`src/include/adc_seq_pkg.sv`:
```
// Constants, carrier types and states for the ADC reading sequencer.
// Assumes a 24-bit register port and a 20 MHz system clock.
// Contract
// - Converter enable bit takes the general ADC out of low power.
// - Writing one to conversion start requests a general-purpose set.
// - Continuous bit repeats general sets; otherwise one set per start.
// - Pending touch start is served before pending general start.
// - General hold pauses the sequencer; host sets it while reading results.
// - General set runs slot zero up to and including its stop slot.
// - Manual indicator bit enables manual LED control when set.
// - Touch enable bit takes the touch path out of low power.
// - Writing one to touch start requests a touchscreen set.
// - Touch continuous bit repeats touch sets; otherwise one per request.
// - Touch hold pauses the sequencer; host sets it while reading results.
// - Touch set runs slot zero through its own independent stop slot.
// - Pen detect bit enables pen detection; host keeps touch enable clear.
// - A programmable delay precedes the first general reading of a set.
// - A programmable delay separates successive general readings.
// - General post-set delay applies only between continuous repetitions.
// - Touch sets use their own pre, inter and post delays.
// - Slots zero to five each have a 4-bit channel select, slot zero lowest; slots six and seven use channel zero.
// - General and touch stop settings are kept separately.
`default_nettype none
package adc_seq_pkg;
    localparam logic [5:0] CTRL_ADDR   = 6'h2B;
    localparam logic [5:0] DELAY_ADDR  = 6'h2C;
    localparam logic [5:0] SELECT_ADDR = 6'h2D;
    localparam logic [23:0] REG_RESET  = 24'h000000;
    localparam int CONV_EN_BIT    = 0;
    localparam int CONV_START_BIT = 1;
    localparam int CONV_CONT_BIT  = 2;
    localparam int CONV_HOLD_BIT  = 3;
    localparam int CONV_STOP_LSB  = 4;
    localparam int LED_MANUAL_BIT = 8;
    localparam int TOUCH_EN_BIT    = 12;
    localparam int TOUCH_START_BIT = 13;
    localparam int TOUCH_CONT_BIT  = 14;
    localparam int TOUCH_HOLD_BIT  = 15;
    localparam int TOUCH_STOP_LSB  = 16;
    localparam int PEN_DETECT_BIT  = 20;
    localparam int CONV_PRE_LSB    = 0;
    localparam int CONV_INTER_LSB  = 4;
    localparam int CONV_POST_LSB   = 8;
    localparam int TOUCH_PRE_LSB   = 12;
    localparam int TOUCH_INTER_LSB = 16;
    localparam int TOUCH_POST_LSB  = 20;
    localparam int SELECT_SLOTS    = 6;
    // One delay step is 1 us
    localparam int CLK_PERIOD_NS   = 50;
    localparam int DELAY_STEP_NS   = 1000;
    localparam logic [9:0] DELAY_STEP_CYCLES = 10'(DELAY_STEP_NS / CLK_PERIOD_NS);

    typedef struct packed {
        logic       touch;
        logic [2:0] slot;
        logic [3:0] channel;
    } conv_cmd_t;

    typedef struct packed {
        logic       touch;
        logic [2:0] slot;
        logic [9:0] data;
    } result_wr_t;

    typedef enum logic [2:0] {S_IDLE, S_PRE, S_CONV, S_WAIT, S_INTER, S_POST} seq_state_t;
endpackage
`default_nettype wire

```
`src/hw/adc_touch_read_sequencer.sv`:
```
// Register file and reading sequencer for general and touchscreen ADC sets.
// Assumes the serial bus front end delivers one-cycle read and write strobes,
// and the analog converter answers each request with a one-cycle done pulse.
`timescale 1ns/1ns
`default_nettype none
module adc_touch_read_sequencer (
    input  wire logic                     clk_sys,
    input  wire logic                     rst_n,
    input  wire logic                     digital_reset_n,
    input  wire logic [5:0]               reg_addr,
    input  wire logic [23:0]              reg_wdata,
    input  wire logic                     reg_wr,
    input  wire logic                     reg_rd,
    output logic [23:0]                   reg_rdata,
    output logic                          conv_power_enable,
    output logic                          touch_power_enable,
    output logic                          pen_detect_enable,
    output logic                          manual_led_control,
    output logic                          conv_req,
    output adc_seq_pkg::conv_cmd_t        conv_cmd,
    input  wire logic                     conv_done,
    input  wire logic [9:0]               conv_data,
    output logic                          result_we,
    output adc_seq_pkg::result_wr_t       result_wr,
    output logic                          seq_busy
);
    import adc_seq_pkg::*;

    logic [23:0] ctrl_reg, ctrl_next;
    logic [23:0] delay_reg;
    logic [23:0] select_reg;
    logic [23:0] rdata_reg;
    seq_state_t  state_reg, state_next;
    logic [9:0]  cnt_reg, cnt_next;
    logic [2:0]  slot_reg, slot_next;
    logic        touch_reg, touch_next;
    logic        req_reg;
    conv_cmd_t   cmd_reg;
    logic        we_reg;
    result_wr_t  wr_reg;
    logic        busy_reg;

    function automatic logic [9:0] step_cycles(input logic [23:0] r, input int lsb);
        step_cycles = 10'(r[lsb +: 4]) * DELAY_STEP_CYCLES;
    endfunction

    function automatic logic [3:0] slot_channel(input logic [23:0] r, input logic [2:0] s);
        slot_channel = (32'(s) < SELECT_SLOTS) ? r[4 * s +: 4] : 4'h0;
    endfunction

    wire wr_ctrl   = reg_wr && (reg_addr == CTRL_ADDR);
    wire wr_delay  = reg_wr && (reg_addr == DELAY_ADDR);
    wire wr_select = reg_wr && (reg_addr == SELECT_ADDR);

    wire ad_go = ctrl_reg[CONV_START_BIT] && ctrl_reg[CONV_EN_BIT];
    wire ts_go = ctrl_reg[TOUCH_START_BIT] && ctrl_reg[TOUCH_EN_BIT];
    wire pick_touch = ts_go;
    wire [2:0] stop_slot = touch_reg ? ctrl_reg[TOUCH_STOP_LSB +: 3]
                                     : ctrl_reg[CONV_STOP_LSB +: 3];
    wire cont_act = touch_reg ? ctrl_reg[TOUCH_CONT_BIT] : ctrl_reg[CONV_CONT_BIT];
    wire hold_act = touch_reg ? ctrl_reg[TOUCH_HOLD_BIT] : ctrl_reg[CONV_HOLD_BIT];
    wire en_act   = touch_reg ? ctrl_reg[TOUCH_EN_BIT] : ctrl_reg[CONV_EN_BIT];
    wire [9:0] inter_cycles = touch_reg ? step_cycles(delay_reg, TOUCH_INTER_LSB)
                                        : step_cycles(delay_reg, CONV_INTER_LSB);
    wire [9:0] post_cycles  = touch_reg ? step_cycles(delay_reg, TOUCH_POST_LSB)
                                        : step_cycles(delay_reg, CONV_POST_LSB);
    wire [9:0] pre_cycles   = touch_reg ? step_cycles(delay_reg, TOUCH_PRE_LSB)
                                        : step_cycles(delay_reg, CONV_PRE_LSB);
    wire start_set = (state_reg == S_IDLE) && (ad_go || ts_go);
    wire issue     = (state_reg == S_CONV) && !hold_act && en_act;
    wire last_slot = slot_reg == stop_slot;
    wire [23:0] rd_mux = (reg_addr == CTRL_ADDR)   ? ctrl_reg :
                         (reg_addr == DELAY_ADDR)  ? delay_reg :
                         (reg_addr == SELECT_ADDR) ? select_reg : 24'h000000;

    // Start bits self-clear when their set is taken; a write of one in the
    // same cycle wins so that a fresh request is never lost.
    always_comb begin
        ctrl_next = wr_ctrl ? reg_wdata : ctrl_reg;
        if (start_set && pick_touch && !(wr_ctrl && reg_wdata[TOUCH_START_BIT])) begin
            ctrl_next[TOUCH_START_BIT] = 1'b0;
        end
        if (start_set && !pick_touch && !(wr_ctrl && reg_wdata[CONV_START_BIT])) begin
            ctrl_next[CONV_START_BIT] = 1'b0;
        end
    end

    always_comb begin
        state_next = state_reg;
        cnt_next   = cnt_reg;
        slot_next  = slot_reg;
        touch_next = touch_reg;
        unique case (state_reg)
            S_IDLE: begin
                if (start_set) begin
                    touch_next = pick_touch;
                    slot_next  = 3'h0;
                    cnt_next   = pick_touch ? step_cycles(delay_reg, TOUCH_PRE_LSB)
                                            : step_cycles(delay_reg, CONV_PRE_LSB);
                    state_next = S_PRE;
                end
            end
            S_PRE, S_INTER, S_POST: begin
                if (!hold_act) begin
                    if (cnt_reg == 10'h000) begin
                        state_next = (state_reg == S_POST) ? S_PRE : S_CONV;
                        cnt_next   = pre_cycles;
                    end else begin
                        cnt_next = cnt_reg - 10'h001;
                    end
                end
            end
            S_CONV: begin
                if (!en_act) begin
                    state_next = S_IDLE;
                end else if (issue) begin
                    state_next = S_WAIT;
                end
            end
            S_WAIT: begin
                if (conv_done) begin
                    if (!last_slot) begin
                        slot_next  = slot_reg + 3'h1;
                        cnt_next   = inter_cycles;
                        state_next = S_INTER;
                    end else if (cont_act) begin
                        slot_next  = 3'h0;
                        cnt_next   = post_cycles;
                        state_next = S_POST;
                    end else begin
                        state_next = S_IDLE;
                    end
                end
            end
        endcase
    end

    always_ff @(posedge clk_sys or negedge rst_n) begin
        if (!rst_n) begin
            ctrl_reg   <= REG_RESET;
            delay_reg  <= REG_RESET;
            select_reg <= REG_RESET;
        end else if (!digital_reset_n) begin
            ctrl_reg   <= REG_RESET;
            delay_reg  <= REG_RESET;
            select_reg <= REG_RESET;
        end else begin
            ctrl_reg   <= ctrl_next;
            delay_reg  <= wr_delay ? reg_wdata : delay_reg;
            select_reg <= wr_select ? reg_wdata : select_reg;
        end
    end

    always_ff @(posedge clk_sys or negedge rst_n) begin
        if (!rst_n) begin
            state_reg <= S_IDLE;
            cnt_reg   <= 10'h000;
            slot_reg  <= 3'h0;
            touch_reg <= 1'b0;
            busy_reg  <= 1'b0;
        end else if (!digital_reset_n) begin
            state_reg <= S_IDLE;
            cnt_reg   <= 10'h000;
            slot_reg  <= 3'h0;
            touch_reg <= 1'b0;
            busy_reg  <= 1'b0;
        end else begin
            state_reg <= state_next;
            cnt_reg   <= cnt_next;
            slot_reg  <= slot_next;
            touch_reg <= touch_next;
            // Taken from the next state so busy changes with the state flop
            busy_reg  <= (state_next != S_IDLE);
        end
    end

    always_ff @(posedge clk_sys or negedge rst_n) begin
        if (!rst_n) begin
            req_reg   <= 1'b0;
            cmd_reg   <= '0;
            we_reg    <= 1'b0;
            wr_reg    <= '0;
            rdata_reg <= 24'h000000;
        end else begin
            req_reg <= issue && digital_reset_n;
            if (issue) begin
                cmd_reg <= '{touch: touch_reg, slot: slot_reg,
                             channel: slot_channel(select_reg, slot_reg)};
            end
            // Results land only in the slot just converted
            we_reg <= (state_reg == S_WAIT) && conv_done && digital_reset_n;
            if ((state_reg == S_WAIT) && conv_done) begin
                wr_reg <= '{touch: touch_reg, slot: slot_reg, data: conv_data};
            end
            if (reg_rd) begin
                rdata_reg <= rd_mux;
            end
        end
    end

    assign reg_rdata          = rdata_reg;
    assign conv_power_enable  = ctrl_reg[CONV_EN_BIT];
    assign touch_power_enable = ctrl_reg[TOUCH_EN_BIT];
    assign pen_detect_enable  = ctrl_reg[PEN_DETECT_BIT];
    assign manual_led_control = ctrl_reg[LED_MANUAL_BIT];
    assign conv_req           = req_reg;
    assign conv_cmd           = cmd_reg;
    assign result_we          = we_reg;
    assign result_wr          = wr_reg;
    assign seq_busy           = busy_reg;

    a_touch_first: assert property (@(posedge clk_sys) disable iff (!rst_n)
        (start_set && ts_go && ad_go && digital_reset_n) |=> touch_reg)
        else $error("touch request not served first");
    a_req_power: assert property (@(posedge clk_sys) disable iff (!rst_n)
        (conv_req && !conv_cmd.touch) |-> $past(ctrl_reg[CONV_EN_BIT]))
        else $error("conversion issued while converter in low power");
    a_set_from_zero: assert property (@(posedge clk_sys) disable iff (!rst_n)
        (start_set && digital_reset_n) |=> (slot_reg == 3'h0) && (state_reg == S_PRE))
        else $error("set did not begin at slot zero");
    a_slot_bound: assert property (@(posedge clk_sys) disable iff (!rst_n)
        (we_reg && !wr_reg.touch) |-> wr_reg.slot <= $past(ctrl_reg[CONV_STOP_LSB +: 3]))
        else $error("result written beyond stop slot");
    a_hold_pause: assert property (@(posedge clk_sys) disable iff (!rst_n)
        ((state_reg == S_CONV) && hold_act) |=> !conv_req)
        else $error("conversion issued during hold");
    a_single_end: assert property (@(posedge clk_sys) disable iff (!rst_n || !digital_reset_n)
        ((state_reg == S_WAIT) && conv_done && last_slot && !cont_act) |=> (state_reg == S_IDLE))
        else $error("single set did not end at stop slot");
    a_wrap_post: assert property (@(posedge clk_sys) disable iff (!rst_n || !digital_reset_n)
        ((state_reg == S_WAIT) && conv_done && last_slot && cont_act)
        |=> (state_reg == S_POST) && (cnt_reg == $past(post_cycles)))
        else $error("continuous wrap skipped post delay");
    a_pre_zero: assert property (@(posedge clk_sys) disable iff (!rst_n)
        (start_set && !ts_go && (delay_reg[CONV_PRE_LSB +: 4] == 4'h0)
         && !ctrl_reg[CONV_HOLD_BIT] && digital_reset_n && !reg_wr) |=> ##2 conv_req)
        else $error("zero pre-delay not honoured");
    a_reset_clear: assert property (@(posedge clk_sys) disable iff (!rst_n)
        !digital_reset_n |=> (ctrl_reg == 24'h000000) && (delay_reg == 24'h000000)
                             && (select_reg == 24'h000000))
        else $error("digital reset left fields set");

    // Power, start requests and priority
    a_idle_no_power: assert property (@(posedge clk_sys) disable iff (!rst_n)
        ((state_reg == S_IDLE) && !ctrl_reg[CONV_EN_BIT] && !ts_go) |=> !seq_busy)
        else $error("set started while converter in low power");
    a_touch_power: assert property (@(posedge clk_sys) disable iff (!rst_n)
        (conv_req && conv_cmd.touch) |-> $past(ctrl_reg[TOUCH_EN_BIT]))
        else $error("touch conversion issued while touch path in low power");
    a_conv_start_clear: assert property (@(posedge clk_sys) disable iff (!rst_n)
        (start_set && !ts_go && !wr_ctrl && digital_reset_n) |=> !ctrl_reg[CONV_START_BIT])
        else $error("general start request not taken");
    a_touch_start_clear: assert property (@(posedge clk_sys) disable iff (!rst_n)
        (start_set && ts_go && !wr_ctrl && digital_reset_n) |=> !ctrl_reg[TOUCH_START_BIT])
        else $error("touch start request not taken");

    // Delays and hold
    a_conv_pre: assert property (@(posedge clk_sys) disable iff (!rst_n)
        (start_set && !ts_go && digital_reset_n)
        |=> (cnt_reg == 10'($past(delay_reg[CONV_PRE_LSB +: 4])) * DELAY_STEP_CYCLES))
        else $error("general pre-delay not loaded");
    a_touch_pre: assert property (@(posedge clk_sys) disable iff (!rst_n)
        (start_set && ts_go && digital_reset_n)
        |=> (cnt_reg == 10'($past(delay_reg[TOUCH_PRE_LSB +: 4])) * DELAY_STEP_CYCLES))
        else $error("touch pre-delay not loaded");
    a_inter_load: assert property (@(posedge clk_sys) disable iff (!rst_n)
        ((state_reg == S_WAIT) && conv_done && !last_slot && digital_reset_n)
        |=> (state_reg == S_INTER) && (slot_reg == $past(slot_reg) + 3'h1)
            && (cnt_reg == $past(inter_cycles)))
        else $error("inter-reading delay not loaded");
    a_post_to_pre: assert property (@(posedge clk_sys) disable iff (!rst_n)
        ((state_reg == S_POST) && !hold_act && (cnt_reg == 10'h000) && digital_reset_n)
        |=> (state_reg == S_PRE) && (cnt_reg == $past(pre_cycles)))
        else $error("repetition skipped pre-delay");
    a_hold_count: assert property (@(posedge clk_sys) disable iff (!rst_n)
        (((state_reg == S_PRE) || (state_reg == S_INTER) || (state_reg == S_POST)) && hold_act && digital_reset_n)
        |=> $stable(cnt_reg) && $stable(state_reg))
        else $error("delay advanced during hold");

    // Slots and results
    a_touch_slot_bound: assert property (@(posedge clk_sys) disable iff (!rst_n)
        (we_reg && wr_reg.touch) |-> wr_reg.slot <= $past(ctrl_reg[TOUCH_STOP_LSB +: 3]))
        else $error("touch result written beyond stop slot");
    a_wrap_slot: assert property (@(posedge clk_sys) disable iff (!rst_n)
        ((state_reg == S_WAIT) && conv_done && last_slot && cont_act && digital_reset_n) |=> (slot_reg == 3'h0))
        else $error("repetition did not restart at slot zero");
    a_slot0_channel: assert property (@(posedge clk_sys) disable iff (!rst_n)
        (conv_req && (conv_cmd.slot == 3'h0)) |-> (conv_cmd.channel == $past(select_reg[3:0])))
        else $error("slot zero used wrong channel select");
    a_slot5_channel: assert property (@(posedge clk_sys) disable iff (!rst_n)
        (conv_req && (conv_cmd.slot == 3'h5)) |-> (conv_cmd.channel == $past(select_reg[23:20])))
        else $error("slot five used wrong channel select");
    a_done_result: assert property (@(posedge clk_sys) disable iff (!rst_n)
        ((state_reg == S_WAIT) && conv_done && digital_reset_n)
        |=> result_we && (result_wr.slot == $past(slot_reg)) && (result_wr.data == $past(conv_data)))
        else $error("completed reading not written to its slot");
    a_req_pulse: assert property (@(posedge clk_sys) disable iff (!rst_n)
        conv_req |=> !conv_req)
        else $error("back-to-back conversion requests");
    a_we_pulse: assert property (@(posedge clk_sys) disable iff (!rst_n)
        result_we |=> !result_we)
        else $error("result written twice for one reading");
    a_reset_idle: assert property (@(posedge clk_sys) disable iff (!rst_n)
        !digital_reset_n |=> !seq_busy && !conv_req && !result_we)
        else $error("digital reset left sequencer running");
endmodule
`default_nettype wire

```
`config.mk`:
```
export PLATFORM = sky130hd
export DESIGN_NAME = adc_touch_read_sequencer
export DESIGN_NICKNAME = d
export VERILOG_FILES = /design/src/include/adc_seq_pkg.sv /design/src/hw/adc_touch_read_sequencer.sv
export SDC_FILE = /design/constraint.sdc
export NUM_CORES = 1
export LEC_CHECK = 0
export ABC_AREA = 1
export BUFFER_PORTS_ARGS = -buffer_cell sky130_fd_sc_hd__buf_2
export CAP_MARGIN = 20
export CORE_AREA = 2 2 170 172
export CTS_CLUSTER_DIAMETER = 80
export CTS_CLUSTER_SIZE = 14
export DETAILED_ROUTE_END_ITERATION = 8
export DIE_AREA = 0 0 172 174
export PLACE_DENSITY_LB_ADDON = 0.2
export SLEW_MARGIN = 20
export SYNTH_ARGS = -nofsm -noshare
export SYNTH_HDL_FRONTEND = slang
export SYNTH_SLANG_ARGS = --single-unit
```
`constraint.sdc`:
```
create_clock -name clk_sys -period 2.35 [get_ports clk_sys]
set_clock_uncertainty 0.1 [all_clocks]
set_input_delay 0.3525 -clock clk_sys [delete_from_list [all_inputs] [get_ports clk_sys]]
set_output_delay 0.3525 -clock clk_sys [all_outputs]
set_load 0.02 [all_outputs]
```
=== Word level (Yosys, flattened, before mapping) ===
Index checks and enable logic that the tools add are counted.

* Register bits: 138
* Output and inout bits: 53
* Input bits: 46
* Logic and storage cells: 129

* Magnitude comparators: 1
* $add $sub $neg: 2
* Shift-type cells: 1
* Reductions and logical operators: 29
* Equality and inequality tests: 22
* Multipliers: 6
* Mux-type cells: 49

{| class="wikitable"
|+ Operators with widths
! cell !! number
|-
| 2-to-1 mux 24 bit || 9
|-
| 2-to-1 mux 10 bit || 7
|-
| 2-to-1 mux 3 bit || 15
|-
| multiplier 4 x 3 -> 7 bit, second input constant || 6
|-
| 2-to-1 mux 9 bit || 4
|-
| one-hot mux 10 bit (3 select lines) || 1
|-
| indexed part select 24 x 6 -> 4 bit || 1
|-
| == test 6 bit, second input constant || 3
|-
| logical AND 1 bit || 17
|-
| one-hot mux 3 bit (4 select lines) || 1
|-
| logical NOT 10 bit || 1
|-
| inequality test 2 x 1 -> 1 bit, second input constant || 5
|-
| subtractor 10 x 1 -> 10 bit, second input constant || 1
|-
| 2-to-1 mux 1 bit || 9
|-
| inequality test 3 x 1 -> 1 bit, second input constant || 3
|-
| inequality test 3 bit, second input constant || 3
|-
| == test 3 x 2 -> 1 bit, second input constant || 2
|-
| == test 3 bit, second input constant || 2
|-
| one-hot mux 3 bit (2 select lines) || 1
|-
| AND reduction 5 bit || 1
|-
| logical NOT 1 bit || 4
|-
| 2-to-1 mux 4 bit || 1
|-
| inequality test 4 x 1 -> 1 bit, second input constant || 1
|-
| inequality test 4 bit, second input constant || 1
|-
| other kinds (11) || 11
|}

=== Depth between registers and ports, before layout ===
Gate-level depths: netlist of run 1.

* Word-level depth: 9
* Depth in mapped cells: 13

=== Least setup slack after synthesis of run 1 ===
Ideal clock, no wire load.

* Path kind: flip-flop to flip-flop
* Start: register delay_reg[15]
* End: register cnt_reg[6]
* Stages on the path, launching flop included: 12
* Setup slack: 0.252 ns
* Clock period less this slack: 2.098 ns
* Setup time: 0.116 ns
* Data arrival time: 1.882 ns
* Path through: dfrtp_1 -> ha_1 -> ha_1 -> fa_1 -> o21ai_0 -> nand2_1 -> nand2_1 -> inv_1 -> a21oi_1 -> nand2_1 -> nand2_1 -> nand2_1

* Word-level cells in the longest chain between the ends: 6

{| class="wikitable"
|+ Ends and longest elaborated chain
! item !! RTL line !! text
|-
| from (decl) || adc_touch_read_sequencer.sv:30 || <nowiki>logic [23:0] delay_reg;</nowiki>
|-
| from (signal assigned) || adc_touch_read_sequencer.sv:149 || <nowiki>delay_reg <= wr_delay ? reg_wdata : delay_reg;</nowiki>
|-
| multiplier 4 x 3 -> 7 bit (*) || adc_touch_read_sequencer.sv:44 || <nowiki>step_cycles = 10'(r[lsb +: 4]) * DELAY_STEP_CYCLES;</nowiki>
|-
| 2-to-1 mux 9 bit || adc_touch_read_sequencer.sv:67 || <nowiki>wire [9:0] pre_cycles = touch_reg ? step_cycles(delay_reg, TOUCH_PRE_LSB)</nowiki>
|-
| 2-to-1 mux 10 bit || adc_touch_read_sequencer.sv:105 || <nowiki>if (cnt_reg == 10'h000) begin</nowiki>
|-
| 2-to-1 mux 10 bit || adc_touch_read_sequencer.sv:104 || <nowiki>if (!hold_act) begin</nowiki>
|-
| one-hot mux 10 bit (3 select lines) (*) || adc_touch_read_sequencer.sv:93 || <nowiki>unique case (state_reg)</nowiki>
|-
| 2-to-1 mux 10 bit (*) || adc_touch_read_sequencer.sv:161 || <nowiki>end else if (!digital_reset_n) begin</nowiki>
|-
| to (signal assigned) || adc_touch_read_sequencer.sv:169 || <nowiki>cnt_reg <= cnt_next;</nowiki>
|-
| to (decl) || adc_touch_read_sequencer.sv:34 || <nowiki>logic [9:0] cnt_reg, cnt_next;</nowiki>
|}

Every way passes the cells marked *; elsewhere a longest branch is shown, timed or not. The select of a mux whose other input is x is not followed.
A chain may end at the register's enable or synchronous reset.

=== Worst setup path after layout of run 1 ===
* Start: register delay_reg[17]
* End: register cnt_reg[7]

* Word-level cells in the longest chain between the ends: 6

{| class="wikitable"
|+ Ends and longest elaborated chain
! item !! RTL line !! text
|-
| multiplier 4 x 3 -> 7 bit || adc_touch_read_sequencer.sv:44 ||
|-
| 2-to-1 mux 9 bit || adc_touch_read_sequencer.sv:63 || <nowiki>wire [9:0] inter_cycles = touch_reg ? step_cycles(delay_reg, TOUCH_INTER_LSB)</nowiki>
|-
| 2-to-1 mux 10 bit || adc_touch_read_sequencer.sv:122 || <nowiki>if (!last_slot) begin</nowiki>
|-
| 2-to-1 mux 10 bit || adc_touch_read_sequencer.sv:121 || <nowiki>if (conv_done) begin</nowiki>
|-
| one-hot mux 10 bit (3 select lines) || adc_touch_read_sequencer.sv:93 ||
|-
| 2-to-1 mux 10 bit || adc_touch_read_sequencer.sv:161 ||
|}

Every way passes these cells. The select of a mux whose other input is x is not followed.

==> metrics.txt, run 1 <==
synth top area cells=dfrtp_1, nand2_1, o21ai_0; Slew headroom=68.7%; Post-synth EDFFs=0; cts bufs inserted=17; Initial Util=27.4%; final setup fails=0; Synth async-reset ratio=100%; RSZ-0062 raised after global routing=no; Detailed Place HPWL=19.1 mm; Placer Congestion=0.853; Required @ worst endpoint=2.56 ns; Final TNS setup=0 ns; layout cells sized above 1=17.5%; clock buffer depth=2; final hold vios=0; synthesis-to-finish area growth=21.5%; Hold Crit Class=primary input to flop; Syn Nets=1074; ys flop type=dfrtp_1; initial antenna violation count=0; Yosys cell types=42; Core Area=28200 sq um; Leakage Power=0.00477 uW; Max Freq=0.459 GHz; average wire per standard cell=17.1 microns; flops & latches, synth=138; vias in the first global route=7051; Total GRT Usage=18.0%; Rows=62; I/O Pins=99; Via density=4.70; Synth top area share=44.6%; Via Count=7056; hold_ws=0.0215 ns; Critical Path Source Type=flop; Root Driver=clkbuf_16; DRC=0; period utilization=92.8%; Max FO, Critical Path=3; Yosys top cell by area=dfrtp_1; commonest cells in the netlist=nand2_1, dfrtp_1, o21ai_0, inv_1, nand3_1; area of the mapped netlist=7750 sq um; Post-Syn Area per Cell=7.79 sq um; final period demand of the worst path=2.18 ns; nets=1184; antenna viol nets, final=0; CP Capture Type=flop; CTS H-tree lvls=4; number of max-cap violations=0; CTS tree=done; number of DRC markers in iteration 0=468; Synth Instances=995; Power Density=848 nW/um^2; yosys synthesis warning count=0; die area=29900 sq um; first-pass GRT wire length=41.1 mm; Chip Width=172 microns; Final Power=7980 uW; sequential area share after synthesis=44.6%; Clk Latency, worst-skew pair=0.43 ns; top-count cell post-synth=nand2_1; Total Wirelength=25.7 mm; Slew Viols, Final=0; CP arrival=2.39 ns; largest net degree at the start of global routing=45; Slew @ Worst Pin=0.468 ns; Peak supply drop=367 uV; CTS Sinks=138; crit path kind=flop to flop; die height=174 microns; run status=finished, final reports clean; n_diodes=0; CTS clk-pin slew, worst paths=0.06 ns; Buffers on Ports=98; iteration count of the initial detailed-routing pass=6; GRT Residual Overflow=0
==> path summary, 6_finish.rpt <==
path	startpoint	end	slack [ns]	cells after the start
worst min register to register	result_wr[1]	result_wr[1]	0.36	2
worst max register to register	delay_reg[17]	cnt_reg[7]	0.17	10
worst max-delay path	delay_reg[17]	cnt_reg[7]	0.17	10
worst min-delay path	conv_data[8]	result_wr[8]	0.02	3
min in group asynchronous	rst_n	ctrl_reg[5]	0.31	2
max in group asynchronous	rst_n	ctrl_reg[20]	1.25	3
==> layout make-up <==
class                           count  area (sq um)
Multi-Input combinational cell    699          3650
Inverter                          116           438
Tap cell                          384           480
Clock buffer                       19           443
Clock inverter                     13           121
Timing Repair Buffer              133           825
Sequential cell                   138          3450
Fill cell                        3122         18800
==> metrics by stage <==
| step | cell area, sq um | utilization, % | setup slack (ns) | cells |
|---|---|---|---|---|
| finish | 9410 | 33.3 | 0.169 | 1502 |
| global route | 9410 | 33.3 | 0.0119 | 1502 |
| CTS | 9350 | 33.1 | 0.107 | 1496 |
| detailed placement | 8780 | 31.1 | 0.118 | 1463 |
| global placement | 8780 | 31.1 | 0.133 | 1463 |
| floorplan | 7750 | - | 0.252 | 995 |
==> where the power goes <==
group / switching, uW / leakage [uW] / internal (uW) / total, uW
Sequential: 258 / 0.00183 / 2680 / 2940
Combinational: 1580 / 0.00267 / 810 / 2390
Clock: 1160 / 0.000274 / 1490 / 2650
==> worst max-delay path, stage by stage (launching register included) <==
cell and delay [ns]:
dfrtp_1 0.40, ha_1 0.31, ha_1 0.23, fa_1 0.39, xor2_1 0.15, o21ai_0 0.16
nand2_1 0.09, nand3_2 0.09, nand2_1 0.05, nand2_1 0.06, nand2_1 0.04
==> metal layers <==
| metal | vias to the layer above | global-route usage, % | routed length, microns |
|---|---|---|---|
| met5 | - | 0 | 0 |
| met2 | 174 | 29.2 | 12100 |
| met3 | 28 | 2.71 | 977 |
| met1 | 3352 | 24.8 | 12000 |
| met4 | 0 | 5.64 | 634 |
| li1 | 3502 | - | - |
==> layout by cell type, fill, tap and decap left out, types with 3 or more instances in the layout <==
cell / synthesis / routed
clkbuf_16: 0 / 17
nand2_1: 283 / 283
nand2_2: 4 / 4
a21oi_1: 32 / 32
nand3b_1: 5 / 5
mux2i_1: 5 / 5
o22ai_1: 19 / 19
xor2_1: 5 / 5
nand4_1: 4 / 4
nor2_2: 4 / 3
o21ai_0: 123 / 121
fa_1: 6 / 6
a21o_1: 3 / 3
nand3_1: 62 / 61
inv_2: 9 / 9
buf_2: 16 / 97
buf_4: 5 / 29
clkinv_4: 0 / 5
dfrtp_1: 138 / 138
clkinv_2: 0 / 3
o21ai_2: 7 / 7
a41oi_1: 3 / 3
buf_12: 0 / 5
o2111ai_1: 3 / 3
nor3_1: 3 / 3
o21ai_1: 14 / 16
xnor2_1: 3 / 3
ha_1: 27 / 25
a31oi_1: 15 / 15
o22a_1: 7 / 7
clkinv_1: 3 / 3
nor2_1: 51 / 51
inv_1: 103 / 103
==> repair_timing <==
action,4_1_cts,5_1_grt
hold buffers,1,0
setup endpoints to repair,0,3
resized for setup,0,6
setup buffers,0,6
endpoints found under the hold margin,27,0
==> logic make-up after synthesis <==
group	Yosys count	share of synthesized area (%)
compound gates	230	16.6
xor+xnor	8	0.904
fa+ha+maj	33	5.91
buf+inv	158	8.48
flops	138	44.6
mux	5	0.646
simple gates	423	22.9
No activity file was read; power rests on OpenSTA's default activity.
==> run 2, diff against run 1 <==
Settings changed: CORE_AREA 2 2 170 172 to 2 2 119 121, CTS_CLUSTER_SIZE 14 to 25, DIE_AREA 0 0 172 174 to 0 0 121 123.
==> run 2 against run 1 <==
Compared with the run above:
- clock power grew 2%
- setup slack got worse by 0.0033 ns
- combinational power decreased by 2%
- global-route usage rose by 14 points
- cell count down 14%
- sequential power about the same
- wire length is 13% lower
- maximum frequency is 0.15% lower
- die area decreased by 50%
- sequential cell count is the same
- sequential share of layout area up 1.2 points
- final area is 3.1% lower
- critical path type unchanged
- largest cell class unchanged
- highest routed layer unchanged
==> metrics.txt, run 2 (synthesized netlist as in run 1, its figures left out) <==
run status=finished, final reports clean; Max FO, Critical Path=4 (+1); setup slack after layout=0.166 ns (-0.00331 ns); Sw Share=36.1% (-1.5 points); crit-path cells=ha_1, ha_1, fa_1, xnor2_1, nand2_1, o21ai_0, nand3_1, nand3_1, nand2_1, nand2_1, nand2_1; most frequent cells in the layout=nand2_1, dfrtp_1, o21ai_0; largest net degree at the start of global routing=47 (+4.4%); CTS tree=done; combinational share of power=29.5% (-0.4 points); Total GRT Usage=31.7% (+14 points); cts bufs inserted=17 (unchanged); Rows=43 (-31%); Peak supply drop=701 uV (+91%); synthesis-to-finish area growth=17.8%; Max Freq=0.458 GHz (-0.15%); GRT Residual Overflow=0 (unchanged); iteration count of the initial detailed-routing pass=7 (+1); Core Area=13600 sq um (-52%); Via Count=7258 (+2.9%); RSZ-0062 raised after global routing=no; DRC=0 (unchanged); Place WS=0.156 ns (+0.0382 ns); average wire per standard cell=17.4 microns (+1.3%); hold_ws=0.0268 ns (+0.00530 ns); final hold vios=0 (unchanged); Crit path largest cell delay=0.42 ns (+0.02 ns); period utilization=92.9% (+0.14 points); Top cell by count, worst path=nand2_1; crit path kind=flop to flop; n_diodes=0 (unchanged); CTS clk-pin slew, worst paths=0.06 ns (about the same); Initial Util=56.9% (+29 points); first-pass GRT wire length=35.9 mm (-13%); CP Capture Type=flop; I/O Pins=99 (unchanged); register share of total power=36.8% (about the same); Slew Viols, Final=0 (unchanged); Final Power=7980 uW (about the same); Final TNS setup=0 ns (unchanged); Total Wirelength=22.5 mm (-13%); Buffers on Ports=98 (unchanged); nets=1182 (-0.17%); die area=14900 sq um (-50%); initial antenna violation count=0 (unchanged); clock buffer depth=2 (unchanged); Worst path slowest cell=dfrtp_1; layout cells sized above 1=17.2% (-0.33 points); Via density=5.60 (+19%); Int Pwr=5100 uW (+2.4%); Slew @ Worst Pin=0.511 ns (+0.0427 ns); Leakage Power=0.00476 uW (-0.19%); Slew headroom=65.9% (-2.8 points); Chip Width=121 microns (-30%); CTS H-tree lvls=4 (unchanged); Critical Path Source Type=flop; CTS Sinks=138 (unchanged); CP arrival=2.40 ns (about the same); Placer Congestion=0.939 (+10%); number of max-cap violations=0 (unchanged); net switching power=2880 uW (-3.9%); Power Density=875 nW/um^2 (+3.2%); Finished Core Util=67.0% (+34 points); final period demand of the worst path=2.18 ns (+0.00331 ns); most common cell after layout, fill and taps aside=nand2_1; register area=3450 sq um (unchanged); die height=123 microns (-29%); Clk Latency, worst-skew pair=0.42 ns (about the same); Hold Crit Class=primary input to flop; Root Driver=clkbuf_16; multi-input logic area=3640 sq um (-0.34%); fillers=1145 (-63%); vias in the first global route=6883 (-2.4%); Clk network pwr share=33.7% (+0.4 points); number of DRC markers in iteration 0=777 (+66%); final setup fails=0 (unchanged); antenna viol nets, final=0 (unchanged); Required @ worst endpoint=2.56 ns (about the same); Detailed Place HPWL=16.3 mm (-14%)
## run 2: worst paths after layout
check | start | slack [ns] | endpoint | depth (start not counted)
min in group asynchronous | rst_n | 0.33 | reg_rdata[15] | 2
max in group asynchronous | rst_n | 1.20 | reg_rdata[7] | 3
worst min register to register | result_wr[5] | 0.37 | result_wr[5] | 2
worst max register to register | delay_reg[11] | 0.17 | cnt_reg[7] | 11
worst max-delay path | delay_reg[11] | 0.17 | cnt_reg[7] | 11
worst min-delay path | conv_data[4] | 0.03 | result_wr[4] | 3
## run 2: what timing repair did
action,in CTS,in global routing
buffers inserted,0,2
hold buffers,1,0
resized for setup,0,3
endpoints found under the hold margin,43,0
endpoints found under the setup margin,0,2
## run 2: layout make-up
cell class	count	area share (%)
Inverter	116	4.80
Multi-Input combinational cell	699	39.9
Tap cell	180	2.47
Sequential cell	138	37.8
Timing Repair Buffer	131	8.46
Clock buffer	20	5.00
Clock inverter	12	1.54
## run 2: stage by stage
step                      area (sq um)  instances
after floorplan                   7750        995
after global placement            8500       1261
after detailed placement          8500       1261
after CTS                         9110       1294
after global routing              9130       1296
final                             9130       1296
## run 2: power groups by stage
stage / registers (uW) / logic, uW / clock network [uW]
2_1_floorplan: 3120 / 1410 / 0
3_3_place_gp: 2960 / 2310 / 0
3_5_place_dp: 2970 / 2320 / 0
4_1_cts: 2940 / 2350 / 2720
5_1_grt: 2980 / 2650 / 2830
6_report: 2940 / 2350 / 2690
## run 2: critical path: cells and delay by family, from the launching register on
kind | cells | cell delay (ns)
compound gates | 1 | 0.08
xor+xnor | 1 | 0.16
fa+ha+maj | 3 | 0.93
flops | 1 | 0.42
simple gates | 6 | 0.39
## run 2: layer usage
| metal | track usage, % | up-vias | routed length (microns) |
|---|---|---|---|
| met1 | 44.4 | 3386 | 9770 |
| met4 | 11.7 | 0 | 611 |
| met3 | 6.73 | 49 | 1740 |
| met2 | 48.9 | 328 | 10400 |
| li1 | - | 3495 | - |
| met5 | 0 | - | 0 |
==> run 3, diff against run 2 <==
Settings changed: CELL_PAD_IN_SITES_DETAIL_PLACEMENT set to 0, CELL_PAD_IN_SITES_GLOBAL_PLACEMENT set to 1, CORE_AREA 2 2 119 121 to 2 2 138 140, DIE_AREA 0 0 121 123 to 0 0 140 142, GPL_ROUTABILITY_DRIVEN set to 0.
==> run 3 against run 2 <==
Compared with the run above:
- the flow now finishes with violations (design-rule violations)
- register-to-register slack barely moved
- core utilization decreased by 17 points
- via count decreased by 3.2%
- combinational power is essentially flat
- critical path type unchanged
==> metrics.txt, run 3 (synthesized netlist as in run 1, its figures left out) <==
synthesis-to-finish area growth=18.5%; Required @ worst endpoint=2.60 ns (+0.04 ns); Detailed Place HPWL=17.7 mm (+8.7%); Place WS=0.190 ns (+0.0343 ns); Critical Path Source Type=flop; RSZ-0062 raised after global routing=no; Chip Width=140 microns (+16%); iteration count of the initial detailed-routing pass=7 (unchanged); CTS H-tree lvls=4 (unchanged); number of max-cap violations=0 (unchanged); final setup fails=0 (unchanged); period utilization=92.4% (-0.52 points); Top cell by count, worst path=nand2_1; fillers=1834 (+60%); Critical Path End=cnt_reg[3]; n_diodes=0 (unchanged); critical path startpoint=ctrl_reg[0]; Max Freq=0.460 GHz (+0.56%); CTS tree=done; failing checks=design-rule violations; Slew headroom=59.8% (-6.1 points); largest net degree at the start of global routing=51 (+8.5%); CTS clk-pin slew, worst paths=0.06 ns (about the same); antenna viol nets, final=0 (unchanged); initial antenna violation count=0 (unchanged); average wire per standard cell=17.4 microns (+0.38%); number of DRC markers in iteration 0=527 (-32%); Buffers on Ports=98 (unchanged); Clk Latency, worst-skew pair=0.42 ns (about the same); Peak supply drop=501 uV (-29%); FF-to-FF End=cnt_reg[3]; Non-Filler Instances=1350 (+4.2%); CP arrival=2.43 ns (+0.03 ns); placed cell count=1320 (+4.7%); Leakage Power=0.00476 uW (about the same); Crit path largest cell delay=0.51 ns (+0.09 ns); Core Area=18500 sq um (+36%); final period demand of the worst path=2.17 ns (-0.0123 ns); Initial Util=42.0% (-15 points); Power Density=856 nW/um^2 (-2.1%); vias in the first global route=6662 (-3.2%); Worst Reg-to-Reg Cells=11 (unchanged); DRC=3 (+3); worst flop-to-flop path startpoint=ctrl_reg[0]; Slew Viols, Final=0 (unchanged); Total Wirelength=23.5 mm (+4.6%); Via density=5.21 (-7.0%); Hold Crit Class=primary input to flop; crit path kind=flop to flop; CTS Sinks=138 (unchanged); HP Start=conv_data[3]; GRT Residual Overflow=0 (unchanged); Worst path slowest cell=dfrtp_1; die area=19900 sq um (+34%); CP Capture Type=flop; final hold vios=0 (unchanged); Root Driver=clkbuf_16; Total GRT Usage=24.7% (-7.0 points); most common cell after layout, fill and taps aside=nand2_1; crit-path cells=inv_1, o21ai_0, inv_1, nand3_1, nand2_1, nor2_1, nand3_1, buf_12, nor2_1, nand2_1, nand2_1; die height=142 microns (+15%); post-CTS setup buffers=0 (unchanged); run status=finished with violations; Max FO, Critical Path=20 (+16); Slew @ Worst Pin=0.600 ns (+0.0887 ns); cts bufs inserted=17 (unchanged); setup slack after layout=0.178 ns (+0.0123 ns); I/O Pins=99 (unchanged); Final TNS setup=0 ns (unchanged); most frequent cells in the layout=nand2_1, dfrtp_1, o21ai_0; Rows=50 (+16%); first-pass GRT wire length=37.8 mm (+5.2%); clock buffer depth=2 (unchanged); hold_ws=0.0291 ns (+0.00227 ns); R2R Setup Slk=0.18 ns (about the same); layout cells sized above 1=17.2% (unchanged); Via Count=7029 (-3.2%); nets=1185 (+0.25%)
run 3: power by group:
group          internal (uW)  total, uW  switching, uW  leakage, uW
Sequential              2690       2940            252      0.00183
Combinational            807       2380           1570      0.00266
Clock                   1540       2550           1010     0.000270
run 3: through the flow:
| step | cell area (sq um) | utilization [%] | power (uW) |
|---|---|---|---|
| floorplan | 7750 | - | 4520 |
| global placement | 8620 | 46.7 | 5360 |
| detailed placement | 8620 | 46.7 | 5350 |
| CTS | 9180 | 49.7 | 7910 |
| global route | 9180 | 49.8 | 8350 |
| finish | 9180 | 49.8 | 7860 |
run 3: final cells by class:
cell class	instances	area (sq um)	share of cell area (%)
inverters	116	438	4.77
repair buffers	134	807	8.79
clock inverters	7	68.8	0.749
well taps	234	293	3.19
flip-flops and latches	138	3450	37.6
multi-input cells	699	3640	39.6
clock buffers	22	484	5.27
run 3: metal layers:
metal / GRT usage (%) / wire [microns] / vias up
met5: 0 / 0 / -
met4: 8.13 / 525 / 0
met3: 4.21 / 958 / 34
met2: 38.7 / 10700 / 173
met1: 35.0 / 11300 / 3327
li1: - / - / 3495
run 3: worst min path at each step:
stage	to	slack, ns	cells past startpoint
finish	result_wr[3]	0.03	3
global route	result_wr[0]	0.02	3
CTS	result_wr[3]	0.02	3
detailed placement	reg_rdata[9]	0.24	1
global placement	reg_rdata[16]	0.24	1
floorplan	cnt_reg[0]	-0.04	0
run 3: worst max-delay path: cells and delay by family, from the launching register on:
kind / cells / cell delay [ns]
flip-flops: 1 / 0.51
AO/OA/AOI/OAI: 1 / 0.47
AND/OR/NAND/NOR: 7 / 0.61
buffers and inverters: 3 / 0.40
run 3: what timing repair did:
item | in CTS | in global routing
gates resized for setup | 0 | 2
setup endpoints to repair | 0 | 1
hold buffers | 1 | 0
hold endpoints to repair | 45 | 0
